<file path="src/hdl/pwr_seq_pkg.sv">
/*
 * Shared constants, types and field layout for the power sequence and fault control block.
 * Assumes a single 40 MHz clock domain and synchronous active-high reset.
 */
package pwr_seq_pkg;
    localparam int          SUPPLY_COUNT     = 4;
    localparam int          VCODE_W          = 6;
    // Supply order inside every supply vector
    localparam int          BUCK_POS         = 0;
    localparam int          LIN1_POS         = 1;
    localparam int          LIN2_POS         = 2;
    localparam int          LIN3_POS         = 3;
    // Power-on defaults of the control fields
    localparam logic        RESTART_RST      = 1'h1;
    localparam logic        SEQ_DIS_RST      = 1'h0;
    localparam logic        INT_ALLOW_RST    = 1'h0;
    localparam logic [3:0]  ENABLES_RST      = 4'h0;
    // Enable sets loaded by a default startup
    localparam logic [3:0]  ENABLES_SEQ_DEF  = 4'hf;
    localparam logic [3:0]  ENABLES_NOSEQ_DEF = 4'h1;
    // Voltage code defaults (plain values, per supply)
    localparam logic [5:0]  VCODE_BUCK_RST   = 6'h10;
    localparam logic [5:0]  VCODE_LIN1_RST   = 6'h14;
    localparam logic [5:0]  VCODE_LIN2_RST   = 6'h14;
    localparam logic [5:0]  VCODE_LIN3_RST   = 6'h14;
    // Chain position of each supply (0 is first); buck, linear1, linear2, linear3
    localparam logic [7:0]  SEQ_ORDER_DEF    = 8'he1;

    typedef enum logic [3:0] {
        ST_OFF     = 4'b0001,
        ST_ON      = 4'b0010,
        ST_FAULT   = 4'b0100,
        ST_START   = 4'b1000
    } ctl_state_e;

    typedef struct packed {
        logic [3:0] enables;
        logic       seq_disable;
        logic       restart;
        logic       int_allow;
    } ctl_fields_s;

    typedef struct packed {
        logic [5:0] code3;
        logic [5:0] code2;
        logic [5:0] code1;
        logic [5:0] code0;
    } vcodes_s;

    localparam vcodes_s     VCODES_RST = '{VCODE_LIN3_RST, VCODE_LIN2_RST,
                                           VCODE_LIN1_RST, VCODE_BUCK_RST};
endpackage

</file>
<file path="src/hdl/power_sequence_fault_control.sv">
/*
 * Control logic of a four-output power manager: startup, shutdown, chained
 * sequencing, fault handling, sticky fault flags, power-good and alert output.
 * Assumes register writes arrive as decoded one-cycle strobes from a serial
 * front end, and analog detectors are clocked-domain level inputs.
 */
`timescale 1ns/1ps
module power_sequence_fault_control #(
    parameter bit SEQ_CAPABLE = 1'b1
) (
    input  wire logic                     clk,
    input  wire logic                     rst,
    input  wire logic                     clk_en,
    input  wire logic                     master_on_pin,
    input  wire logic                     main_supply_input_ok,
    input  wire logic                     thermal_trip_det,
    input  wire logic                     low_supply_det,
    input  wire logic [3:0]               above_90_det,
    input  wire logic [3:0]               below_85_det,
    input  wire logic                     ctl_write,
    input  wire pwr_seq_pkg::ctl_fields_s ctl_wdata,
    input  wire logic [3:0]               vcode_write,
    input  wire logic [5:0]               vcode_wdata,
    input  wire logic                     flag_clear_write,
    input  wire logic [1:0]               flag_clear_mask,
    output pwr_seq_pkg::ctl_fields_s      ctl_fields,
    output pwr_seq_pkg::vcodes_s          vcodes,
    output logic [3:0]                    supply_on,
    output logic                          bias_on,
    output logic                          thermal_trip,
    output logic                          low_supply_lockout,
    output logic [3:0]                    power_good,
    output logic                          fault_alert_n
);
    import pwr_seq_pkg::*;

    ////////////////////////////////////////////////////////////////////////////
    // Synchronisers and edge detection
    logic [3:0] sync1_reg;
    logic [3:0] sync1_next;
    logic [3:0] sync2_reg;
    logic [3:0] sync2_next;
    logic       pin_prev_reg;
    logic       pin_prev_next;
    logic       init_reg;
    logic       init_next;
    logic       pin_s, therm_s, low_s, por_s;
    logic       pin_rise, pin_fall, fault_now;

    always_comb begin
        sync1_next    = {main_supply_input_ok, low_supply_det, thermal_trip_det, master_on_pin};
        sync2_next    = sync1_reg;
        // Held low through any power-on, so a pin still high afterwards is a new rise
        pin_prev_next = por_s ? 1'b0 : sync2_reg[0];
        init_next     = 1'b0;
    end

    always_ff @(posedge clk) begin
        if (rst) begin
            sync1_reg    <= 4'h0;
            sync2_reg    <= 4'h0;
            pin_prev_reg <= 1'b0;
            init_reg     <= 1'b1;
        end else if (clk_en) begin
            sync1_reg    <= sync1_next;
            sync2_reg    <= sync2_next;
            pin_prev_reg <= pin_prev_next;
            init_reg     <= init_next;
        end
    end

    assign pin_s     = sync2_reg[0];
    assign therm_s   = sync2_reg[1];
    assign low_s     = sync2_reg[2];
    assign por_s     = init_reg | ~sync2_reg[3];
    // Previous sample reset low, so a pin already high at release reads as a rise
    assign pin_rise  = pin_s & ~pin_prev_reg;
    assign pin_fall  = ~pin_s & pin_prev_reg;
    assign fault_now = therm_s | low_s;

    ////////////////////////////////////////////////////////////////////////////
    // Control state, register fields and fault flags
    ctl_state_e  state_reg;
    ctl_state_e  state_next;
    ctl_fields_s fld_reg;
    ctl_fields_s fld_next;
    vcodes_s     vc_reg;
    vcodes_s     vc_next;
    logic        therm_flag_reg;
    logic        therm_flag_next;
    logic        low_flag_reg;
    logic        low_flag_next;
    logic [3:0]  def_enables;

    // Default set depends on variant
    assign def_enables = SEQ_CAPABLE ? ENABLES_SEQ_DEF : ENABLES_NOSEQ_DEF;

    function automatic ctl_fields_s startup_fields(input ctl_fields_s f, input logic [3:0] en);
        ctl_fields_s r;
        r             = f;
        r.enables     = en;
        r.seq_disable = 1'b0;
        r.restart     = RESTART_RST;
        return r;
    endfunction

    // A control write with every enable clear is a shutdown request
    function automatic logic all_off_write(input logic wr, input ctl_fields_s d);
        return wr && (d.enables == 4'h0);
    endfunction

    always_comb begin
        state_next = state_reg;
        fld_next   = fld_reg;
        vc_next    = vc_reg;
        if (ctl_write) begin
            fld_next = ctl_wdata;
            if (!SEQ_CAPABLE)
                fld_next.seq_disable = 1'b0;
        end
        for (int i = 0; i < SUPPLY_COUNT; i++) begin
            if (vcode_write[i])
                vc_next[i*VCODE_W +: VCODE_W] = vcode_wdata;
        end
        case (state_reg)
            ST_OFF: begin
                if (fault_now) begin
                    state_next = ST_FAULT;
                end else if (pin_rise) begin
                    state_next = ST_START;
                end else if (ctl_write && !all_off_write(ctl_write, ctl_wdata)) begin
                    state_next = ST_ON;
                end
            end
            ST_START: begin
                // One cycle to reload defaults, then run the chain
                fld_next   = startup_fields(fld_reg, def_enables);
                vc_next    = VCODES_RST;
                state_next = ST_ON;
            end
            ST_ON: begin
                if (fault_now) begin
                    state_next = ST_FAULT;
                end else if (pin_fall) begin
                    fld_next.enables = 4'h0;
                    state_next       = ST_OFF;
                end else if (pin_rise) begin
                    state_next = ST_START;
                end else if (all_off_write(ctl_write, ctl_wdata)) begin
                    state_next = ST_OFF;
                end
            end
            ST_FAULT: begin
                // Outputs held off, bias kept, enables, seq_disable and voltage codes held at defaults
                fld_next.enables     = ENABLES_RST;
                fld_next.seq_disable = 1'b0;
                vc_next              = VCODES_RST;
                if (pin_fall || all_off_write(ctl_write, ctl_wdata)) begin
                    state_next = ST_OFF;
                end else if (!fault_now) begin
                    state_next = fld_reg.restart ? ST_START : ST_OFF;
                end
            end
            default: begin
                state_next = ST_OFF;
            end
        endcase
    end

    always_ff @(posedge clk) begin
        if (rst || (clk_en && por_s)) begin
            state_reg      <= ST_OFF;
            fld_reg        <= '{ENABLES_RST, SEQ_DIS_RST, RESTART_RST, INT_ALLOW_RST};
            vc_reg         <= VCODES_RST;
        end else if (clk_en) begin
            state_reg      <= state_next;
            fld_reg        <= fld_next;
            vc_reg         <= vc_next;
        end
    end

    ////////////////////////////////////////////////////////////////////////////
    // Sticky fault flags, kept through shutdown and cleared by power-on or a write-one clear
    always_comb begin
        therm_flag_next = therm_flag_reg;
        low_flag_next   = low_flag_reg;
        // Write-one clear first, so a live detector below wins the same cycle
        if (flag_clear_write) begin
            therm_flag_next = therm_flag_reg & ~flag_clear_mask[0];
            low_flag_next   = low_flag_reg & ~flag_clear_mask[1];
        end
        if (therm_s) begin
            therm_flag_next = 1'b1;
        end
        if (low_s) begin
            low_flag_next = 1'b1;
        end
    end

    always_ff @(posedge clk) begin
        if (rst || (clk_en && por_s)) begin
            therm_flag_reg <= 1'b0;
            low_flag_reg   <= 1'b0;
        end else if (clk_en) begin
            therm_flag_reg <= therm_flag_next;
            low_flag_reg   <= low_flag_next;
        end
    end

    ////////////////////////////////////////////////////////////////////////////
    // Power-good hysteresis and chained supply enables
    logic [3:0] pg_reg;
    logic [3:0] pg_next;
    logic [3:0] on_reg;
    logic [3:0] on_next;
    logic [3:0] upstream_ok;

    function automatic logic [1:0] chain_pos(input int idx);
        return SEQ_ORDER_DEF[idx*2 +: 2];
    endfunction

    always_comb begin
        pg_next = pg_reg;
        for (int i = 0; i < SUPPLY_COUNT; i++) begin
            if (above_90_det[i])
                pg_next[i] = 1'b1;
            else if (below_85_det[i])
                pg_next[i] = 1'b0;
        end
    end

    // Outputs held off outside ON, so fault or shutdown drops them all at once
    always_comb begin
        // Every enabled earlier supply in the chain must be good; disabled ones are skipped
        for (int i = 0; i < SUPPLY_COUNT; i++) begin
            upstream_ok[i] = 1'b1;
            for (int j = 0; j < SUPPLY_COUNT; j++) begin
                if (chain_pos(j) < chain_pos(i) && fld_reg.enables[j] && !pg_reg[j])
                    upstream_ok[i] = 1'b0;
            end
        end
        on_next = 4'h0;
        if (state_reg == ST_ON) begin
            if (SEQ_CAPABLE && !fld_reg.seq_disable)
                on_next = fld_reg.enables & upstream_ok;
            else
                on_next = fld_reg.enables;
        end
    end

    always_ff @(posedge clk) begin
        if (rst) begin
            pg_reg <= 4'h0;
        end else if (clk_en) begin
            pg_reg <= pg_next;
        end
    end

    // Registered, so a chained supply starts one cycle after its upstream is good
    always_ff @(posedge clk) begin
        if (rst) begin
            on_reg <= 4'h0;
        end else if (clk_en) begin
            on_reg <= on_next;
        end
    end

    ////////////////////////////////////////////////////////////////////////////
    // Outputs
    assign ctl_fields         = fld_reg;
    assign vcodes             = vc_reg;
    assign supply_on          = on_reg;
    assign bias_on            = (state_reg != ST_OFF);
    assign thermal_trip       = therm_flag_reg;
    assign low_supply_lockout = low_flag_reg;
    assign power_good         = pg_reg;
    // Open-drain style alert, low while flagged and allowed
    assign fault_alert_n      = ~(fld_reg.int_allow & (therm_flag_reg | low_flag_reg));
endmodule

</file>
<file path="config.mk">
export PLATFORM = sky130hd
export DESIGN_NAME = power_sequence_fault_control
export DESIGN_NICKNAME = d
export VERILOG_FILES = /design/src/hdl/pwr_seq_pkg.sv /design/src/hdl/power_sequence_fault_control.sv
export SDC_FILE = /design/constraint.sdc
export NUM_CORES = 1
export LEC_CHECK = 0
export BUFFER_PORTS_ARGS = -buffer_cell sky130_fd_sc_hd__buf_2
export CORE_MARGIN = 2
export CORE_UTILIZATION = 40
export CTS_BUF_LIST = sky130_fd_sc_hd__clkbuf_4
export CTS_CLUSTER_SIZE = 16
export DETAILED_ROUTE_END_ITERATION = 8
export MAX_ROUTING_LAYER = met4
export PLACE_DENSITY = 0.66
export RECOVER_POWER = 100
export SYNTH_ARGS = -nofsm -noshare
export SYNTH_HDL_FRONTEND = slang
export SYNTH_SLANG_ARGS = --single-unit
</file>
<file path="constraint.sdc">
create_clock -name clk -period 3.7 [get_ports clk]
set_input_delay 0.185 -clock clk [delete_from_list [all_inputs] [get_ports clk]]
set_output_delay 0.185 -clock clk [all_outputs]
set_load 0.02 [all_outputs]
</file>
==> metrics list, run 1 <==
- Via density per instance: 5.27
- Count of port buffers added during placement: 78
- Maximum number of pins on one net before global-route repair: 35
* Category of the critical setup timing path: reg -> reg
* Crit start category: flip-flop
- Clk sinks: 55
- In the final routed layout, each cell accounts on average for 14.3 um.
- Share of synthesized area occupied by flip-flops and latches: 45.6%
* Overall fraction of global-route tracks in use: 18.0%
- Synthesized instance count: 265
* Detailed-route wire length: 5840 um
* Number of fill cells: 619
- The number of gates resized after CTS was 0.
- Biggest area contributors in the synthesized netlist: sky130_fd_sc_hd__dfxtp_1, sky130_fd_sc_hd__a32oi_1, sky130_fd_sc_hd__nor2_1
- The run finished with clean final reports.
* Wire length of the first global-routing pass: 9050 um
- Slew Limit Headroom: 13.8%
- The initial utilization of the core area, before any placement, comes to 41.0%.
- The number of setup buffers added after CTS is 0.
- Total via count in the routed design: 2156
- In this run, synthesis inferred 0 flip-flops with an integrated enable.
* GP Congestion: 0.820
- Num ports: 79
- Pins Over Slew Limit: 0
- Flip-flop count of the largest register, all copies and words added: 24
- Detailed placement finished with a half-perimeter wire length of 4230 um.
- Class of the tightest hold or removal check: in -> reg
- Unrepaired setup endpoints after global routing: no
* Setup slack of the critical path after layout: 1.31 ns
- The first detailed-routing pass ran for 5 iterations.
* Maximum clock frequency: 0.418 GHz
* H-tree lvl count: 2
- In the synthesized netlist, the cells that appear most often are sky130_fd_sc_hd__dfxtp_1, sky130_fd_sc_hd__nor2_1, sky130_fd_sc_hd__nand2_1.
- The largest total area in the synthesized netlist belongs to sky130_fd_sc_hd__dfxtp_1.
- Maximum resistive drop on vdd: 197 uV
* Count of endpoints failing hold in the final timing report: 0
- Synthesis produced a netlist with a net count of 304.
- Clock tree synthesis selected as its root buffer the cell sky130_fd_sc_hd__clkbuf_4.
- The clock reaches the later pin of the worst-skew pair after 0.39 ns.
- The die is 81.7 um tall.
- The signal on the critical path passes through nor4b_1 -> a32o_1 -> a221oi_1 -> nor3_1 -> a41oi_1.
- Total Die Area: 0.00667 mm^2
- The most used flip-flop cell after synthesis is sky130_fd_sc_hd__dfxtp_1.
- STA puts the critical path data required time at 3.93 ns.
- Clock-pin slew was measured on the worst setup and hold paths at 0.17 ns.
* Pwr Density: 378 mW/mm^2
- Num CTS Buffers: 5
- In this run, the number of DRC markers left after iteration 0 of detailed routing was 140.
- Total of max-cap violations: 0
- Compared with the post-synthesis result, the final layout area differs by 15.4%.
- In the final design database the tool counted 372 nets.
- The smallest clock period supported by the final layout is computed as 2.39 ns.
- Share of flip-flops with an asynchronous set or reset after synthesis: 0%
- Slowest Stage Delay on Critical Path: 0.92 ns
* DRC errors left: 0
* Number of synthesis warnings: 0
- Prior to clock tree synthesis, the placed netlist has a worst setup slack of 1.83 ns.
- Highest net fanout along the worst path: 10
- Crit path max-delay cell type: sky130_fd_sc_hd__nor4b_1
- Static leakage power: 1.02 nW
- On the critical path the largest part of the delay comes from simple AND/OR/NAND/NOR gates.
- Buf/Inv on CP: 0
- Register bit count reported by yosys: 55
* Antenna viol nets, final: 0
- The die is 81.7 um wide.
* Proportion of layout cells with a drive suffix above 1: 14.4%
* Endpoint type of the worst setup path: flip-flop
- Worst slew pin tran: 1.29 ns
* Fraction of synthesized cell area taken by the top area cell type: 45.6%
* Number of buffers inserted for hold repair after clock tree synthesis: 0
* Clock tree from TritonCTS: built
- After global routing the overflow that remains totals 0.
- No sink is reached through more buffers than the 2 on the longest clock path.
* Sum of negative setup slack: 0 ns
- The floorplan step defined a core boundary enclosing 0.00589 mm^2.
- For the worst setup path, the data arrival time is 2.62 ns.
- Vias in the first global route: 1818
- Crit share post-route: 64.6%
- Most used standard cell by instance count after synthesis: sky130_fd_sc_hd__dfxtp_1
- After floorplanning, the core was divided into 28 placement rows.
- Post-Route Skew: 0.0151 ns
* Number of endpoints failing setup at the final stage: 0
* Initial antenna violation count: 0
- In this run the mean area of a mapped cell was 9.11 um^2.
- The number of antenna diodes in the final layout is 0.
- The cell area that synthesis handed to floorplanning was 0.00241 mm^2.
* Count of different cell masters after synthesis: 45
[through the flow]
| stage | hold slack, ns | std cells | area (um^2) | utilization (%) | total power [W] |
|---|---|---|---|---|---|
| 2_1_floorplan | 0.327 | 265 | 2410 | - | 0.000749 |
| 3_3_place_gp | 0.418 | 401 | 2810 | 47.8 | 0.000798 |
| 3_5_place_dp | 0.425 | 401 | 2810 | 47.8 | 0.000798 |
| 4_1_cts | 0.0123 | 409 | 2880 | 48.9 | 0.00107 |
| 5_1_grt | 0.0160 | 409 | 2790 | 47.3 | 0.00110 |
| 6_report | 0.0188 | 409 | 2790 | 47.3 | 0.00105 |
[layout make-up]
cell class,instances,area [um^2],area share [%]
clock buffers,5,37.5,1.35
flip-flops and latches,55,1100,39.5
inverters,4,15.0,0.539
repair buffers,79,344,12.3
well taps,75,93.8,3.37
clock inverters,3,25.0,0.898
multi-input cells,188,1170,42.0
[cells by family (layout without fill, tap and decap cells)]
kind of cell             Yosys count  in the layout  synth area share (%)
AO/OA/AOI/OAI                     71             71                  21.5
XOR/XNOR                           3              3                  1.09
adder cells (fa/ha/maj)            3              3                  1.56
buffers and inverters             22             91                  4.41
flip-flops                        55             55                  45.6
multiplexers                      10             10                  4.15
AND/OR/NAND/NOR                  101            101                  21.7
[where the power goes]
| group | internal, W | total [W] | switching, W |
|---|---|---|---|
| sequential | 0.000611 | 0.000628 | 0.0000173 |
| combinational | 0.0000591 | 0.000150 | 0.0000909 |
| clock | 0.0000767 | 0.000274 | 0.000197 |
[cell usage in the layout, fill, tap and decap left out, types with 4 or more instances in the layout]
| cell | netlist | layout |
|---|---|---|
| sky130_fd_sc_hd__dfxtp_1 | 55 | 55 |
| sky130_fd_sc_hd__clkbuf_1 | 10 | 43 |
| sky130_fd_sc_hd__nor2_1 | 41 | 41 |
| sky130_fd_sc_hd__buf_2 | 4 | 35 |
| sky130_fd_sc_hd__nand2_1 | 21 | 21 |
| sky130_fd_sc_hd__a32oi_1 | 19 | 19 |
| sky130_fd_sc_hd__a21oi_1 | 14 | 14 |
| sky130_fd_sc_hd__mux2i_1 | 10 | 10 |
| sky130_fd_sc_hd__o21ai_0 | 7 | 8 |
| sky130_fd_sc_hd__nand2b_1 | 7 | 7 |
| sky130_fd_sc_hd__a22oi_1 | 7 | 7 |
| sky130_fd_sc_hd__o22ai_1 | 6 | 6 |
| sky130_fd_sc_hd__or3_1 | 5 | 5 |
| sky130_fd_sc_hd__nand3_1 | 5 | 5 |
| sky130_fd_sc_hd__clkbuf_4 | 0 | 5 |
| sky130_fd_sc_hd__inv_1 | 4 | 4 |
| sky130_fd_sc_hd__and2_1 | 4 | 4 |
[worst register-to-register path: cells and delay by family, from the launching register on]
kind             cells  cell delay [ns]
AO/OA/AOI/OAI        3             0.57
flip-flops           1             0.56
AND/OR/NAND/NOR      2             1.11
[path summary, 6_finish.rpt]
kind	start	to	slack [ns]	cells past startpoint
max	state_reg[1]$_SDFFE_PP0P_	state_reg[0]$_SDFFE_PP1P_	1.31	5
min reg2reg	init_reg$_SDFFE_PP1P_	init_reg$_SDFFE_PP1P_	0.47	1
min	thermal_trip_det	sync1_reg[1]$_SDFFE_PP0P_	0.02	3
max reg2reg	state_reg[1]$_SDFFE_PP0P_	state_reg[0]$_SDFFE_PP1P_	1.31	5
[routing by layer]
metal  wire (um)  up-vias  GRT usage [%]
met1        2840      981           25.7
met5           0        -              -
met2        2640       63           25.7
met4          71        0           4.83
li1            -     1105              -
met3         290        7           4.07
(Power assumes the default switching activity.)
==> run 2: changes to the inputs <==
--- a/config.mk
+++ b/config.mk
@@ -12,7 +12,7 @@
 export CTS_CLUSTER_SIZE = 16
 export DETAILED_ROUTE_END_ITERATION = 8
 export MAX_ROUTING_LAYER = met4
-export PLACE_DENSITY = 0.66
+export PLACE_DENSITY = 0.68
 export RECOVER_POWER = 100
 export SYNTH_ARGS = -nofsm -noshare
 export SYNTH_HDL_FRONTEND = slang
==> constraint.sdc (replaced) <==
create_clock -name clk -period 1.98 [get_ports clk]
set_input_delay 0.099 -clock clk [delete_from_list [all_inputs] [get_ports clk]]
set_output_delay 0.099 -clock clk [all_outputs]
set_load 0.02 [all_outputs]
==> metrics list, run 2 (synthesis results as in run 1) <==
- Endpoint of the worst setup timing path: low_supply_lockout$_SDFFE_PP0P_
- Most common cell after layout, fill and taps aside: sky130_fd_sc_hd__dfxtp_1
- Arrival time at the worst endpoint: 2.14 ns
- The floorplan step set the die height to 81.7 um.
- Post-route standard cell area excluding fillers: 0.00301 mm^2
- Commonest cells after routing, fill and taps aside: sky130_fd_sc_hd__dfxtp_1, sky130_fd_sc_hd__clkbuf_1, sky130_fd_sc_hd__nor2_1, sky130_fd_sc_hd__buf_2, sky130_fd_sc_hd__nand2_1
- Pwr Density: 663 mW/mm^2
- The worst setup path is of the in -> reg kind.
* Proportion of layout cells with a drive suffix above 1: 17.1%
* Endpoint type of the worst setup path: flip-flop
* Wire length per cell: 13.9 um
- Overall fraction of global-route tracks in use: 18.9%
- Num CTS Buffers: 5
- For the worst flop-to-flop path, the logic depth is 5.
* Cell-internal power: 0.00142 W
- Highest net fanout along the worst path: 24
- Detailed routing inserted a total of 2283 vias.
* Layout Area Growth over Synthesis: 24.8%
- Across all register-to-register paths, the minimum setup slack is 0.14 ns.
* Worst slack, placed: 0.122 ns
* CTS Buffer Depth: 2
- After the last flow step, the layout net total stands at 394.
- Crit share post-route: 94.1%
- Post-Route Skew: 0.0136 ns
* Final core utilization: 51.2%
- The repair_antennas step left the layout with diodes totalling 0.
* Minimum clock period: 1.86 ns
* Cell repeated most along the worst path: sky130_fd_sc_hd__clkbuf_1
* Clock transition at the registers of the reported paths: 0.16 ns
- Max-cap violations in this run came to 0.
* Required time at the worst-slack endpoint: 2.25 ns
* Initial cell density of the core: 41.0%
- Slowest Stage Delay on Critical Path: 0.83 ns
* Crit path max-delay cell type: sky130_fd_sc_hd__clkbuf_1
- Wire length of the first global-routing pass: 9570 um
- The endpoint identified for the worst register-to-register timing path is state_reg[0]$_SDFFE_PP1P_.
* Class of the tightest hold or removal check: in -> reg
* Switching power as a share of total power: 28.8%
- The signal on the critical path passes through clkbuf_1 -> buf_4 -> clkbuf_1 -> nand3_1 -> a22oi_1 -> nor2_1.
- The flow ran to the end, and the final reports show no timing, DRC or antenna violations.
* Multi-input gate area: 0.00121 mm^2
* Reg-to-reg critical path startpoint: state_reg[3]$_SDFFE_PP0P_
- Flip-flop count of the largest register, all copies and words added: 24
- Pins Over Slew Limit: 0
- Largest delay share family, worst path: buffers and inverters
* Count of endpoints failing hold in the final timing report: 0
* Final cell count without fillers: 431
* Core region area: 0.00589 mm^2
- Clock network fraction of total power: 25.4%
- Count of port buffers added during placement: 78
- Part of the total power dissipated in sequential elements: 58.7%
- The count of nets left with antenna violations once routing finished came out at 0.
* Horiz. Die Dim: 81.7 um
- Psw: 0.000575 W
* Root buf cell: sky130_fd_sc_hd__clkbuf_4
* DRC errors left: 0
- Setup slack closes at 0.117 ns.
* Iteration count of the initial detailed-routing pass: 4
- Maximum number of pins on one net before global-route repair: 25
- Cell total after placement: 411
- Num ports: 79
- Via density per instance: 5.30
* H-tree lvl count: 2
- Placed cell areas: 0.00289 mm^2
- Sum of negative setup slack: 0 ns
- Unrepaired setup endpoints after global routing: no
* Number of fill cells: 595
- Static leakage power: 1.11 nW
* Final global-route overflow total: 0
* Detail Placement HPWL: 4390 um
- Across the VDD grid, the largest voltage drop is 296 uV.
* Rows: 28
- Initial antenna violation count: 0
- Cell depth of the worst setup path: 6
- At the pin with the least slew margin, the transition time is 1.10 ns.
- In this run the worst setup path begins at clk_en.
* Clk sinks: 55
- Vias in the first global route: 1992
- Number of endpoints failing setup at the final stage: 0
- GP Congestion: 0.848
* Crit start category: input port
* Detailed-route wire length: 6000 um
* Maximum clock frequency: 0.537 GHz
- Summing all flip-flop and latch instances after layout gives 0.00110 mm^2.
* Slew Limit Headroom: 26.8%
* Buf/Inv on CP: 3
* Clock tree from TritonCTS: built
- Total Die Area: 0.00667 mm^2
* Insertion delay to the later sink of the worst-skew pair: 0.37 ns
* Comb power frac: 15.9%
- Initial DRC Count: 160
## run 2: cell type report
class,count,share of cell area (%)
Clock buffer,5,1.25
Clock inverter,3,0.789
Inverter,4,0.498
Multi-Input combinational cell,188,40.1
Sequential cell,55,36.6
Tap cell,75,3.11
Timing Repair Buffer,101,17.6
## run 2: worst register-to-register path, cell delays in order (launching register included)
cell and delay [ns]:
sky130_fd_sc_hd__dfxtp_1 0.43, sky130_fd_sc_hd__or4b_1 0.66, sky130_fd_sc_hd__nor4_4 0.25, sky130_fd_sc_hd__a221oi_4 0.15
sky130_fd_sc_hd__nor3_1 0.17, sky130_fd_sc_hd__a41oi_1 0.06
## run 2: worst min path at each step
| stage | start | endpoint | slack, ns | depth (start not counted) |
|---|---|---|---|---|
| 4_1_cts | below_85_det[2] | power_good[2]$_SDFFE_PP0P_ | 0.01 | 4 |
| 2_1_floorplan | ctl_wdata[1] | ctl_fields[1]$_SDFFE_PP1P_ | 0.24 | 2 |
| 6_report | below_85_det[2] | power_good[2]$_SDFFE_PP0P_ | 0.02 | 4 |
| 3_3_place_gp | master_on_pin | sync1_reg[0]$_SDFFE_PP0P_ | 0.34 | 3 |
| 5_1_grt | below_85_det[2] | power_good[2]$_SDFFE_PP0P_ | 0.007 | 4 |
| 3_5_place_dp | ctl_wdata[1] | ctl_fields[1]$_SDFFE_PP1P_ | 0.34 | 3 |
## run 2: power groups by stage
stage,clock (W),sequential (W),combinational (W)
after floorplan,0,0.00121,0.000190
after global placement,0,0.00119,0.000307
after detailed placement,0,0.00120,0.000308
after CTS,0.000523,0.00117,0.000328
after global routing,0.000569,0.00118,0.000351
final,0.000506,0.00117,0.000318
## run 2: stage by stage
step	hold slack [ns]	total power (W)
final	0.0244	0.00200
after global routing	0.00714	0.00210
after CTS	0.0109	0.00202
after detailed placement	0.337	0.00150
after global placement	0.335	0.00150
after floorplan	0.241	0.00140
## run 2: repair_timing
action / in CTS / in global routing
gates resized for setup: 0 / 3
endpoints found under the setup margin: 0 / 4
endpoints found under the hold margin: 12 / 0
buffers inserted: 0 / 0
hold buffers: 12 / 0
## run 2: routing by layer
metal	GRT usage, %	share of wire [%]
met1	26.5	47
met2	28.0	47
met3	3.41	4.6
met4	5.17	0.95
met5	-	0
